===== src/logic/bmc_cfg.svh =====
// Offsets, field positions, reset values and timing for the broadcast block
`ifndef BMC_CFG_SVH
`define BMC_CFG_SVH

// Register indices; the byte address is four times the index
`define BMC_IDX_PERIODIC 16'h1402
`define BMC_IDX_SYNC 16'h1403
`define BMC_IDX_CELL_LOW 16'h1408
`define BMC_IDX_CELL_HIGH 16'h1409
// Status register index (read-only shadow of the primary copy)
`define BMC_IDX_STATUS 16'h1410
`define BMC_IDX_SEL_STATUS 16'h1411

`define BMC_PER_SEL_BIT 12
`define BMC_PER_LEN_MSB 8
`define BMC_PER_LEN_RST 9'h010
`define BMC_SYNC_PAUSE_BIT 15
`define BMC_SYNC_CNT_MSB 14
`define BMC_SYNC_CNT_LSB 10
`define BMC_SYNC_CNT_RST 5'h1F
`define BMC_SYNC_FAST_BIT 1
`define BMC_SYNC_CYC_BIT 0
`define BMC_CELL_HIGH_MSB 1
`define BMC_DUMMY_PULSE_CYCLES 1

`endif


===== src/logic/bmc_pkg.sv =====
// Types shared by the broadcast block
package bmc_pkg;
  typedef enum logic [2:0] {
    BMC_TGT_NONE,
    BMC_TGT_PERIODIC,
    BMC_TGT_SYNC,
    BMC_TGT_CELL_LOW,
    BMC_TGT_CELL_HIGH,
    BMC_TGT_STATUS
  } bmc_target_t;

  typedef enum logic {
    BMC_BUS_IDLE,
    BMC_BUS_ACK
  } bmc_bus_state_t;
endpackage


===== src/logic/bmc_unit_copy.sv =====
// One measurement unit's configuration copy, loaded by broadcast strobes
`timescale 1ns/100ps
`include "bmc_cfg.svh"

module bmc_unit_copy #(
  parameter int CELLS = 18,
  parameter bit HAS_SECONDARY = 1'b1
) (
  input wire logic clk,
  input wire logic rst_n,
  input wire logic ce,
  input wire logic wr_periodic,
  input wire logic wr_sync,
  input wire logic wr_cell_low,
  input wire logic wr_cell_high,
  input wire logic [15:0] wdata,
  output logic periodic_control_sel,
  output logic [8:0] periodic_interval_length,
  output logic balancing_pause_flag,
  output logic [4:0] secondary_channel_count,
  output logic fast_cycle,
  output logic synchronous_cycle_setting,
  output logic [CELLS-1:0] cell_enable
);
  initial begin
    if (CELLS != 18) $error("bmc_unit_copy serves 18 cells only");
  end

  logic next_sel;
  logic [8:0] next_len;
  logic next_pause;
  logic [4:0] next_cnt;
  logic next_fast;
  logic next_cyc;
  logic [CELLS-1:0] next_cells;

  always_comb begin
    next_sel = periodic_control_sel;
    next_len = periodic_interval_length;
    next_pause = balancing_pause_flag;
    next_cnt = secondary_channel_count;
    next_fast = 1'b0;
    next_cyc = synchronous_cycle_setting;
    next_cells = cell_enable;
    if (wr_periodic) begin
      next_sel = wdata[`BMC_PER_SEL_BIT];
      next_len = wdata[`BMC_PER_LEN_MSB:0];
    end
    if (wr_sync) begin
      next_pause = wdata[`BMC_SYNC_PAUSE_BIT];
      next_cyc = wdata[`BMC_SYNC_CYC_BIT];
      if (HAS_SECONDARY) begin
        next_cnt = wdata[`BMC_SYNC_CNT_MSB:`BMC_SYNC_CNT_LSB];
      end
    end
    if (HAS_SECONDARY) begin
      // Secondary keeps the fast-cycle setting as a level
      next_fast = wr_sync ? wdata[`BMC_SYNC_FAST_BIT] : fast_cycle;
    end else begin
      // Primary only sees a one-cycle dummy fast-cycle request
      next_fast = wr_sync & wdata[`BMC_SYNC_FAST_BIT];
    end
    if (wr_cell_low) begin
      next_cells[15:0] = wdata;
    end
    if (wr_cell_high) begin
      next_cells[17:16] = wdata[`BMC_CELL_HIGH_MSB:0];
    end
  end

  always_ff @(posedge clk or negedge rst_n) begin
    if (!rst_n) begin
      periodic_control_sel <= 1'b0;
      periodic_interval_length <= `BMC_PER_LEN_RST;
      balancing_pause_flag <= 1'b0;
      secondary_channel_count <= `BMC_SYNC_CNT_RST;
      fast_cycle <= 1'b0;
      synchronous_cycle_setting <= 1'b0;
      cell_enable <= '0;
    end else if (ce) begin
      periodic_control_sel <= next_sel;
      periodic_interval_length <= next_len;
      balancing_pause_flag <= next_pause;
      secondary_channel_count <= next_cnt;
      fast_cycle <= next_fast;
      synchronous_cycle_setting <= next_cyc;
      cell_enable <= next_cells;
    end
  end
endmodule


===== src/logic/bmc_regs.sv =====
// Broadcast measurement control registers behind a Wishbone slave
`timescale 1ns/100ps
`include "bmc_cfg.svh"

// Overview of operation
// - Indices 1402h, 1403h, 1408h and 1409h decode as 16-bit write-only broadcast registers.
// - Bit 12 of the periodic register writes the control selector into both units, reset zero.
// - Bits 8:0 of the periodic register write the interval length into both units, reset 10h.
// - Bit 15 of the sync register writes the balancing pause flag into both units, reset zero.
// - Bits 14:10 of the sync register write the channel count into the secondary unit only, reset 1Fh.
// - Bit 1 of the sync register sets secondary fast cycle and gives the primary only a dummy pulse.
// - Bit 0 of the sync register writes the synchronous cycle setting into both units, reset zero.
// - Bit n of the low cell register writes cell n enable in both units together, reset zero.
// - Bits 1 and 0 of the high cell register write cells 17 and 16 in both units, reset zero.
// - Reserved bits read as zero and ignore written values.
module bmc_regs #(
  parameter int CELLS = 18
) (
  input wire logic clk,
  input wire logic nrst,
  input wire logic clk_en,
  input wire logic wb_cyc_i,
  input wire logic wb_stb_i,
  input wire logic wb_we_i,
  input wire logic [17:0] wb_adr_i,
  input wire logic [3:0] wb_sel_i,
  input wire logic [31:0] wb_dat_i,
  output logic [31:0] wb_dat_o,
  output logic wb_ack_o,
  output logic wb_err_o,
  output logic primary_periodic_control_sel,
  output logic [8:0] primary_periodic_interval_length,
  output logic primary_balancing_pause_flag,
  output logic primary_dummy_fast_cycle,
  output logic primary_synchronous_cycle_setting,
  output logic [CELLS-1:0] primary_cell_enable,
  output logic secondary_periodic_control_sel,
  output logic [8:0] secondary_periodic_interval_length,
  output logic secondary_balancing_pause_flag,
  output logic [4:0] secondary_channel_count,
  output logic secondary_fast_cycle,
  output logic secondary_synchronous_cycle_setting,
  output logic [CELLS-1:0] secondary_cell_enable
);
  initial begin
    if (CELLS != 18) $error("bmc_regs serves 18 cells only");
  end

  // ---------------------------------------------------------------
  // Reset release
  // ---------------------------------------------------------------
  logic rst_meta;
  logic rst_n;

  always_ff @(posedge clk or negedge nrst) begin
    if (!nrst) begin
      rst_meta <= 1'b0;
      rst_n <= 1'b0;
    end else begin
      rst_meta <= 1'b1;
      rst_n <= rst_meta;
    end
  end

  // ---------------------------------------------------------------
  // Address decode
  // ---------------------------------------------------------------
  function automatic bmc_pkg::bmc_target_t decode(input logic [17:0] adr);
    logic [15:0] idx;
    idx = adr[17:2];
    if (adr[1:0] != 2'h0) begin
      decode = bmc_pkg::BMC_TGT_NONE;
    end else if (idx == `BMC_IDX_PERIODIC) begin
      decode = bmc_pkg::BMC_TGT_PERIODIC;
    end else if (idx == `BMC_IDX_SYNC) begin
      decode = bmc_pkg::BMC_TGT_SYNC;
    end else if (idx == `BMC_IDX_CELL_LOW) begin
      decode = bmc_pkg::BMC_TGT_CELL_LOW;
    end else if (idx == `BMC_IDX_CELL_HIGH) begin
      decode = bmc_pkg::BMC_TGT_CELL_HIGH;
    end else if (idx == `BMC_IDX_STATUS) begin
      decode = bmc_pkg::BMC_TGT_STATUS;
    end else begin
      decode = bmc_pkg::BMC_TGT_NONE;
    end
  endfunction

  // ---------------------------------------------------------------
  // Wishbone slave
  // ---------------------------------------------------------------
  bmc_pkg::bmc_bus_state_t state;
  bmc_pkg::bmc_bus_state_t next_state;
  logic next_ack;
  logic next_err;
  logic [31:0] next_dat;
  logic wr_periodic;
  logic wr_sync;
  logic wr_cell_low;
  logic wr_cell_high;
  logic [15:0] wdata;
  bmc_pkg::bmc_target_t tgt;
  logic lanes_ok;
  logic take;

  assign tgt = decode(wb_adr_i);
  // Registers are 16 bits wide: writes must select both low byte lanes
  assign lanes_ok = wb_sel_i[1:0] == 2'h3;
  assign take = wb_cyc_i & wb_stb_i & (state == bmc_pkg::BMC_BUS_IDLE);
  assign wdata = wb_dat_i[15:0];

  always_comb begin
    next_state = bmc_pkg::BMC_BUS_IDLE;
    next_ack = 1'b0;
    next_err = 1'b0;
    next_dat = 32'h0000_0000;
    wr_periodic = 1'b0;
    wr_sync = 1'b0;
    wr_cell_low = 1'b0;
    wr_cell_high = 1'b0;
    if (take) begin
      next_state = bmc_pkg::BMC_BUS_ACK;
      unique case (tgt)
        bmc_pkg::BMC_TGT_PERIODIC,
        bmc_pkg::BMC_TGT_SYNC,
        bmc_pkg::BMC_TGT_CELL_LOW,
        bmc_pkg::BMC_TGT_CELL_HIGH: begin
          // Write-only: reads return zero, partial-lane writes are refused
          if (wb_we_i && lanes_ok) begin
            next_ack = 1'b1;
            wr_periodic = tgt == bmc_pkg::BMC_TGT_PERIODIC;
            wr_sync = tgt == bmc_pkg::BMC_TGT_SYNC;
            wr_cell_low = tgt == bmc_pkg::BMC_TGT_CELL_LOW;
            wr_cell_high = tgt == bmc_pkg::BMC_TGT_CELL_HIGH;
          end else if (!wb_we_i) begin
            next_ack = 1'b1;
          end else begin
            next_err = 1'b1;
          end
        end
        bmc_pkg::BMC_TGT_STATUS: begin
          // Read-only view of the primary copy's loaded state
          if (!wb_we_i) begin
            next_ack = 1'b1;
            next_dat[8:0] = primary_periodic_interval_length;
            next_dat[12] = primary_periodic_control_sel;
            next_dat[13] = primary_synchronous_cycle_setting;
            next_dat[14] = primary_balancing_pause_flag;
            // Only cells 0 to 16 fit above the flags
            next_dat[31:15] = primary_cell_enable[16:0];
          end else begin
            next_err = 1'b1;
          end
        end
        bmc_pkg::BMC_TGT_NONE: begin
          next_err = 1'b1;
        end
      endcase
    end
  end

  always_ff @(posedge clk or negedge rst_n) begin
    if (!rst_n) begin
      state <= bmc_pkg::BMC_BUS_IDLE;
      wb_ack_o <= 1'b0;
      wb_err_o <= 1'b0;
      wb_dat_o <= 32'h0000_0000;
    end else if (clk_en) begin
      state <= next_state;
      wb_ack_o <= next_ack;
      wb_err_o <= next_err;
      wb_dat_o <= next_dat;
    end
  end

  // ---------------------------------------------------------------
  // Unit copies
  // ---------------------------------------------------------------
  // Both copies see the same strobes and data on the same edge, so
  // the units can never disagree part way through an update.
  logic [4:0] primary_unused_count;

  bmc_unit_copy #(
    .CELLS(CELLS),
    .HAS_SECONDARY(1'b0)
  ) u_primary (
    .clk(clk),
    .rst_n(rst_n),
    .ce(clk_en),
    .wr_periodic(wr_periodic),
    .wr_sync(wr_sync),
    .wr_cell_low(wr_cell_low),
    .wr_cell_high(wr_cell_high),
    .wdata(wdata),
    .periodic_control_sel(primary_periodic_control_sel),
    .periodic_interval_length(primary_periodic_interval_length),
    .balancing_pause_flag(primary_balancing_pause_flag),
    .secondary_channel_count(primary_unused_count),
    .fast_cycle(primary_dummy_fast_cycle),
    .synchronous_cycle_setting(primary_synchronous_cycle_setting),
    .cell_enable(primary_cell_enable)
  );

  bmc_unit_copy #(
    .CELLS(CELLS),
    .HAS_SECONDARY(1'b1)
  ) u_secondary (
    .clk(clk),
    .rst_n(rst_n),
    .ce(clk_en),
    .wr_periodic(wr_periodic),
    .wr_sync(wr_sync),
    .wr_cell_low(wr_cell_low),
    .wr_cell_high(wr_cell_high),
    .wdata(wdata),
    .periodic_control_sel(secondary_periodic_control_sel),
    .periodic_interval_length(secondary_periodic_interval_length),
    .balancing_pause_flag(secondary_balancing_pause_flag),
    .secondary_channel_count(secondary_channel_count),
    .fast_cycle(secondary_fast_cycle),
    .synchronous_cycle_setting(secondary_synchronous_cycle_setting),
    .cell_enable(secondary_cell_enable)
  );
endmodule


===== config.mk =====
export PLATFORM = sky130hd
export DESIGN_NAME = bmc_regs
export DESIGN_NICKNAME = d
export VERILOG_FILES = /design/src/logic/bmc_pkg.sv /design/src/logic/bmc_unit_copy.sv /design/src/logic/bmc_regs.sv
export VERILOG_INCLUDE_DIRS = /design/src /design/src/logic
export SDC_FILE = /design/constraint.sdc
export NUM_CORES = 1
export LEC_CHECK = 0
export ABC_CLOCK_PERIOD_IN_PS = 6300
export BUFFER_PORTS_ARGS = -buffer_cell sky130_fd_sc_hd__buf_2
export CAP_MARGIN = 20
export CORE_MARGIN = 2
export CORE_UTILIZATION = 45
export DETAILED_ROUTE_END_ITERATION = 8
export PLACE_DENSITY = 0.81
export RECOVER_POWER = 100
export SYNTH_ARGS = -nofsm -noshare
export SYNTH_HDL_FRONTEND = slang
export SYNTH_SLANG_ARGS = --single-unit

===== constraint.sdc =====
create_clock -name clk -period 6.3 [get_ports clk]
set_clock_uncertainty 0.2 [all_clocks]
set_input_delay 0.63 -clock clk [delete_from_list [all_inputs] [get_ports clk]]
set_output_delay 0.63 -clock clk [all_outputs]
set_load 0.05 [all_outputs]

# After elaboration in Yosys (flattened, before gate mapping)
# Index checks and enable logic that the tools add are counted.
[totals]
register_bits = 71
input_bits = 60
wordCells = 71
[classes]
eq_ne = 11
muxes = 33
n_bitwise = 4
n_reduce_logical = 8
[ops]
columns = ["cell", "n"]
rows = [
  ["== test 16 x 13 -> 1 bit, second input constant", 5],
  ["two-way mux 20 bit", 3],
  ["two-way mux 9 bit", 3],
  ["two-way mux 1 bit", 19],
  ["two-way mux 3 bit", 6],
  ["AND reduction 2 bit", 4],
  ["== test 3 x 2 -> 1 bit, second input constant", 2],
  ["== test 3 bit, second input constant", 2],
  ["OR reduction 4 bit", 1],
  ["bitwise AND 1 bit", 3],
  ["== test 3 x 1 -> 1 bit, second input constant", 1],
  ["logical NOT 3 bit", 1],
  ["case mux 1 bit (3 select lines)", 1],
  ["== test 2 bit, second input constant", 1],
  ["case mux 1 bit (2 select lines)", 1],
  ["nonzero test 2 bit", 1],
  ["logical AND 1 bit", 1],
  ["NOT 1 bit", 1],
]

# Logic depth before layout (Yosys ltp)
[logic_depth]
depth_word = 12
depth_mapped = 6

# Cells and area by module
# A second synthesis with hierarchy kept.
[hier_totals]
hier_cells = 255
area_unflattened_um2 = 4031.4
[modules_own_cells]
columns = ["module", "instances", "cells_per_inst", "area_each_um2", "seq_area_each_um2"]
rows = [
  ["bmc_regs", 1, 103, 1397.6, 850.8],
  ["bmc_unit_copy (u_secondary)", 1, 77, 1390.1, 908.4],
  ["bmc_unit_copy (u_primary)", 1, 75, 1243.7, 777.0],
]

# Worst setup path after synthesis
# Ideal clock, no wire load.
[synth_path]
path_type = "input-to-reg"
startpoint = "input wb_adr_i[11]"
endpoint = "register u_secondary.cell_enable[10]"
t_arrival_ns = 1.996
setup_slack_ns = 3.979
path_stages = 5
n_path_buf = 1
path_cell_list = "nor4b_4 nand4b_2 nor3_4 buf_12 mux2_4"
[synth_between]
elab_chain_len = 12
[synth_lines]
columns = ["element", "line", "text"]
rows = [
  ["start: declaration", "bmc_regs.sv:25", "input wire logic [17:0] wb_adr_i,"],
  ["== test 16 x 13 -> 1 bit (no line)", "-", ""],
  ["two-way mux 3 bit", "bmc_regs.sv:81", "end else if (idx == `BMC_IDX_STATUS) begin"],
  ["two-way mux 3 bit", "bmc_regs.sv:79", "end else if (idx == `BMC_IDX_CELL_HIGH) begin"],
  ["two-way mux 3 bit", "bmc_regs.sv:77", "end else if (idx == `BMC_IDX_CELL_LOW) begin"],
  ["two-way mux 3 bit", "bmc_regs.sv:75", "end else if (idx == `BMC_IDX_SYNC) begin"],
  ["two-way mux 3 bit *", "bmc_regs.sv:73", "end else if (idx == `BMC_IDX_PERIODIC) begin"],
  ["two-way mux 3 bit *", "bmc_regs.sv:71", "if (adr[1:0] != 2'h0) begin"],
  ["== test 3 x 1 -> 1 bit (tied with other cells)", "bmc_regs.sv:122", "unique case (tgt)"],
  ["OR reduction 4 bit or two-way mux 1 bit (tied branches)", "bmc_regs.sv:122, bmc_regs.sv:128", ""],
  ["two-way mux 1 bit *", "bmc_regs.sv:122", ""],
  ["two-way mux 1 bit *", "bmc_regs.sv:120", "if (take) begin"],
  ["AND reduction 2 bit (no line) *", "-", ""],
  ["end signal: assignment", "bmc_unit_copy.sv:87", "cell_enable <= next_cells;"],
  ["end: declaration", "bmc_unit_copy.sv:23", "output logic [CELLS-1:0] cell_enable"],
]
# Every way passes the cells marked *; elsewhere a longest branch is shown, timed or not.
# A chain may end at the register's enable or synchronous reset.

# Final worst setup path
[layout_path]
startpoint = "input wb_adr_i[11]"
endpoint = "register wb_dat_o[25]"
[layout_between]
elab_chain_len = 10
[layout_lines]
columns = ["element", "line", "text"]
rows = [
  ["== test 16 x 13 -> 1 bit (no line)", "-", ""],
  ["two-way mux 3 bit", "bmc_regs.sv:81", ""],
  ["two-way mux 3 bit", "bmc_regs.sv:79", ""],
  ["two-way mux 3 bit", "bmc_regs.sv:77", ""],
  ["two-way mux 3 bit", "bmc_regs.sv:75", ""],
  ["two-way mux 3 bit *", "bmc_regs.sv:73", ""],
  ["two-way mux 3 bit *", "bmc_regs.sv:71", ""],
  ["== test 3 bit *", "bmc_regs.sv:122", ""],
  ["two-way mux 20 bit *", "bmc_regs.sv:122", ""],
  ["two-way mux 20 bit *", "bmc_regs.sv:120", ""],
  ["end signal: assignment", "bmc_regs.sv:171", "wb_dat_o <= next_dat;"],
  ["end: declaration", "bmc_regs.sv:28", "output logic [31:0] wb_dat_o,"],
]
# Marked as above.

==> impl_metrics.ini <==
[flow_run]
maxCapViolCount = 2

[yosys]
synth_adder_area_share = 0
synth_top_family_by_area = multiplexers
synth_mux_area_frac = 0.143
yosys_warnings = 0
synth-compound-area-share = 0.103
synth_edf_count = 0
yosysMostFrequentCell = dfrtp_1
async_reset_ff_frac = 1.00
synth_cells = 209
synth-seq-cells = 71
synth_area_leader_cell = dfrtp_1
synth_top_cell_area_share = 0.524
synth_ff_type = dfrtp_1
yosysSeqAreaShare = 0.575
synth_commonest_cells = dfrtp_1 (65), buf_4 (35), a22o_1 (30)
synth-xor-area-share = 0
synth_cell_types = 33
synthSimpleGateAreaFrac = 0.0774
syn-cell-area_um2 = 3100
synth_area_leaders = dfrtp_1 (52%), mux2_2 (9.4%), a22o_1 (8.5%), buf_4 (8.5%), dfstp_2 (5.1%)
avgSynthCellArea_um2 = 14.9

[power]
p_per_area_nw_per_um2 = 227
ir_drop_uv = 128
finalPower_uw = 814
p_leak_uw = 0.00172

[finish]
area_growth_pct = 15.4
n_antenna_cell = 0
fillCellCount = 660
drive_above_1_share = 0.281
fin_nets = 386

[global_routing]
grt_overflow_total = 0
grt_pass1_wl_mm = 10.7
grt_use_total = 0.185
antenna_found_initial = 0
grt_pass1_vias = 2111
grt_start_max_net_pins = 70

[outcome]
status = finished with violations
violations = capacitance limit, slew limit

[drt]
drcViolationCount = 0
wl_mm = 6.95
wl_per_cell_um = 16.9
dr.first_iter.drc_count = 67
num_vias = 2094
drt_first_pass_iters = 4
drtAntennaViolNets = 0
via_per_inst = 5.09

[clock_tree]
root_buffer = clkbuf_8
clkLatencyLatePin_ns = 0.33
cts_inserted_buffers = 9
cts.clk_slew.worst_paths_ns = 0.07
clock-sinks = 71
cts_setup_buffers = 0
cts_tree = built
clockBufferDepth = 2
cts_hold_buf = 1
cts_max_level = 3
cts.repair.resized = 0

[sta]
rsz0062_at_grt = false
drv_slew = 25
finalSetupViolCount = 0
finalCriticalPeriod_ns = 4.09
worst_pin_slew_ns = 2.46
timing.final.crit_share = 0.649
hold_violations = 0
tns_ns = 0
slew_headroom = -0.655
clock.fmax_mhz = 244

[die]
fp-row-count = 30
dieArea_um2 = 7580
die_h_um = 87.1
fp.dieW_um = 87.1
io_pins = 161
initial_core_util = 0.462
core-area_um2 = 6720

[placement]
place.gp.congestion = 0.768
io_buffer_count = 139
hpwl_mm = 4.80

[worst_hold_path]
hold_depth = 0
hold_path_class = reg -> reg

[worst_setup_path]
crit_required_ns = 6.36
crit_path_start_kind = primary input
critPathKind = in -> reg
cp_max_fo = 17
endpoint_kind = flip-flop
cp.arrival_ns = 4.15
r2r_cells = 4
-- critical path: stages --
cell	delay, ns
buf_2	0.11
nor4b_1	0.61
nand3_1	0.18
nor4_1	1.97
buf_4	0.48
a22o_1	0.17
-- area by class of cell --
class | instances | area, µm² | area share
Clock buffer | 12 | 145 | 0.0405
Clock inverter | 4 | 22.5 | 0.00628
Inverter | 3 | 11.3 | 0.00314
Multi-Input combinational cell | 97 | 917 | 0.256
Sequential cell | 71 | 1790 | 0.498
Tap cell | 80 | 100 | 0.0279
Timing Repair Buffer | 144 | 602 | 0.168
-- layer usage --
metal	global-route usage	routed length (µm)
met4	0.0810	113
met3	0.0370	345
met1	0.238	3000
met5	0	0
met2	0.303	3490
-- metrics by stage --
| step | utilization | std cells | setup slack, ns | instance area, µm² | hold slack (ns) |
|---|---|---|---|---|---|
| finish | 0.533 | 411 | 2.21 | 3580 | 0.162 |
| global route | 0.533 | 411 | 1.86 | 3580 | 0.166 |
| CTS | 0.567 | 409 | 3.59 | 3810 | 0.165 |
| detailed placement | 0.541 | 392 | 3.23 | 3630 | 0.148 |
| global placement | 0.541 | 392 | 3.30 | 3630 | 0.137 |
| floorplan | - | 211 | 3.98 | 3110 | 0.131 |
-- flip-flops by register name (all words and copies together) (netlist names), 2 cells and up --
| signal | flops |
|---|---|
| u_secondary.cell_enable | 16 |
| u_secondary.periodic_interval_length | 9 |
| u_secondary.secondary_channel_count | 5 |
| u_primary.cell_enable | 2 |
| wb_dat_o | 29 |
-- cells by family after synthesis --
logic type             Yosys count
AND/OR/NAND/NOR                 20
other                            2
multiplexers                    36
AO/OA/AOI/OAI                   37
buffers and inverters           43
flip-flops                      71
-- placed cells by master (no fill, tap or decap), types with 2 or more instances in the layout --
cell type and n:
clkbuf_1 105, dfrtp_1 64, buf_2 38, a22o_1 30, mux2_2 26, clkbuf_8 10
mux2_1 8, dfstp_2 6, nor3_1 4, conb_1 4, inv_1 3, clkinv_2 3
nor4_1 2, nand2b_1 2, nand4_1 2, mux2_4 2, a21o_1 2, buf_4 2
-- worst paths after layout --
check	slack (ns)	end	from
max reg2reg	2.87	wb_dat_o[25]	state
max in group asynchronous	5.08	wb_dat_o[13]	rst_n
min	0.16	rst_n	rst_meta
min reg2reg	0.16	rst_n	rst_meta
min in group asynchronous	0.27	wb_dat_o[27]	rst_n
max	2.21	wb_dat_o[25]	wb_adr_i[11]
-- power breakdown --
| group | switching, µW | leakage [µW] | internal (µW) |
|---|---|---|---|
| Combinational | 29.8 | 0.000674 | 14.2 |
| Clock | 159 | 0.0000861 | 152 |
| Sequential | 1.01 | 0.000963 | 458 |
| Total | 190 | 0.00172 | 624 |
(Power assumes the default switching activity.)
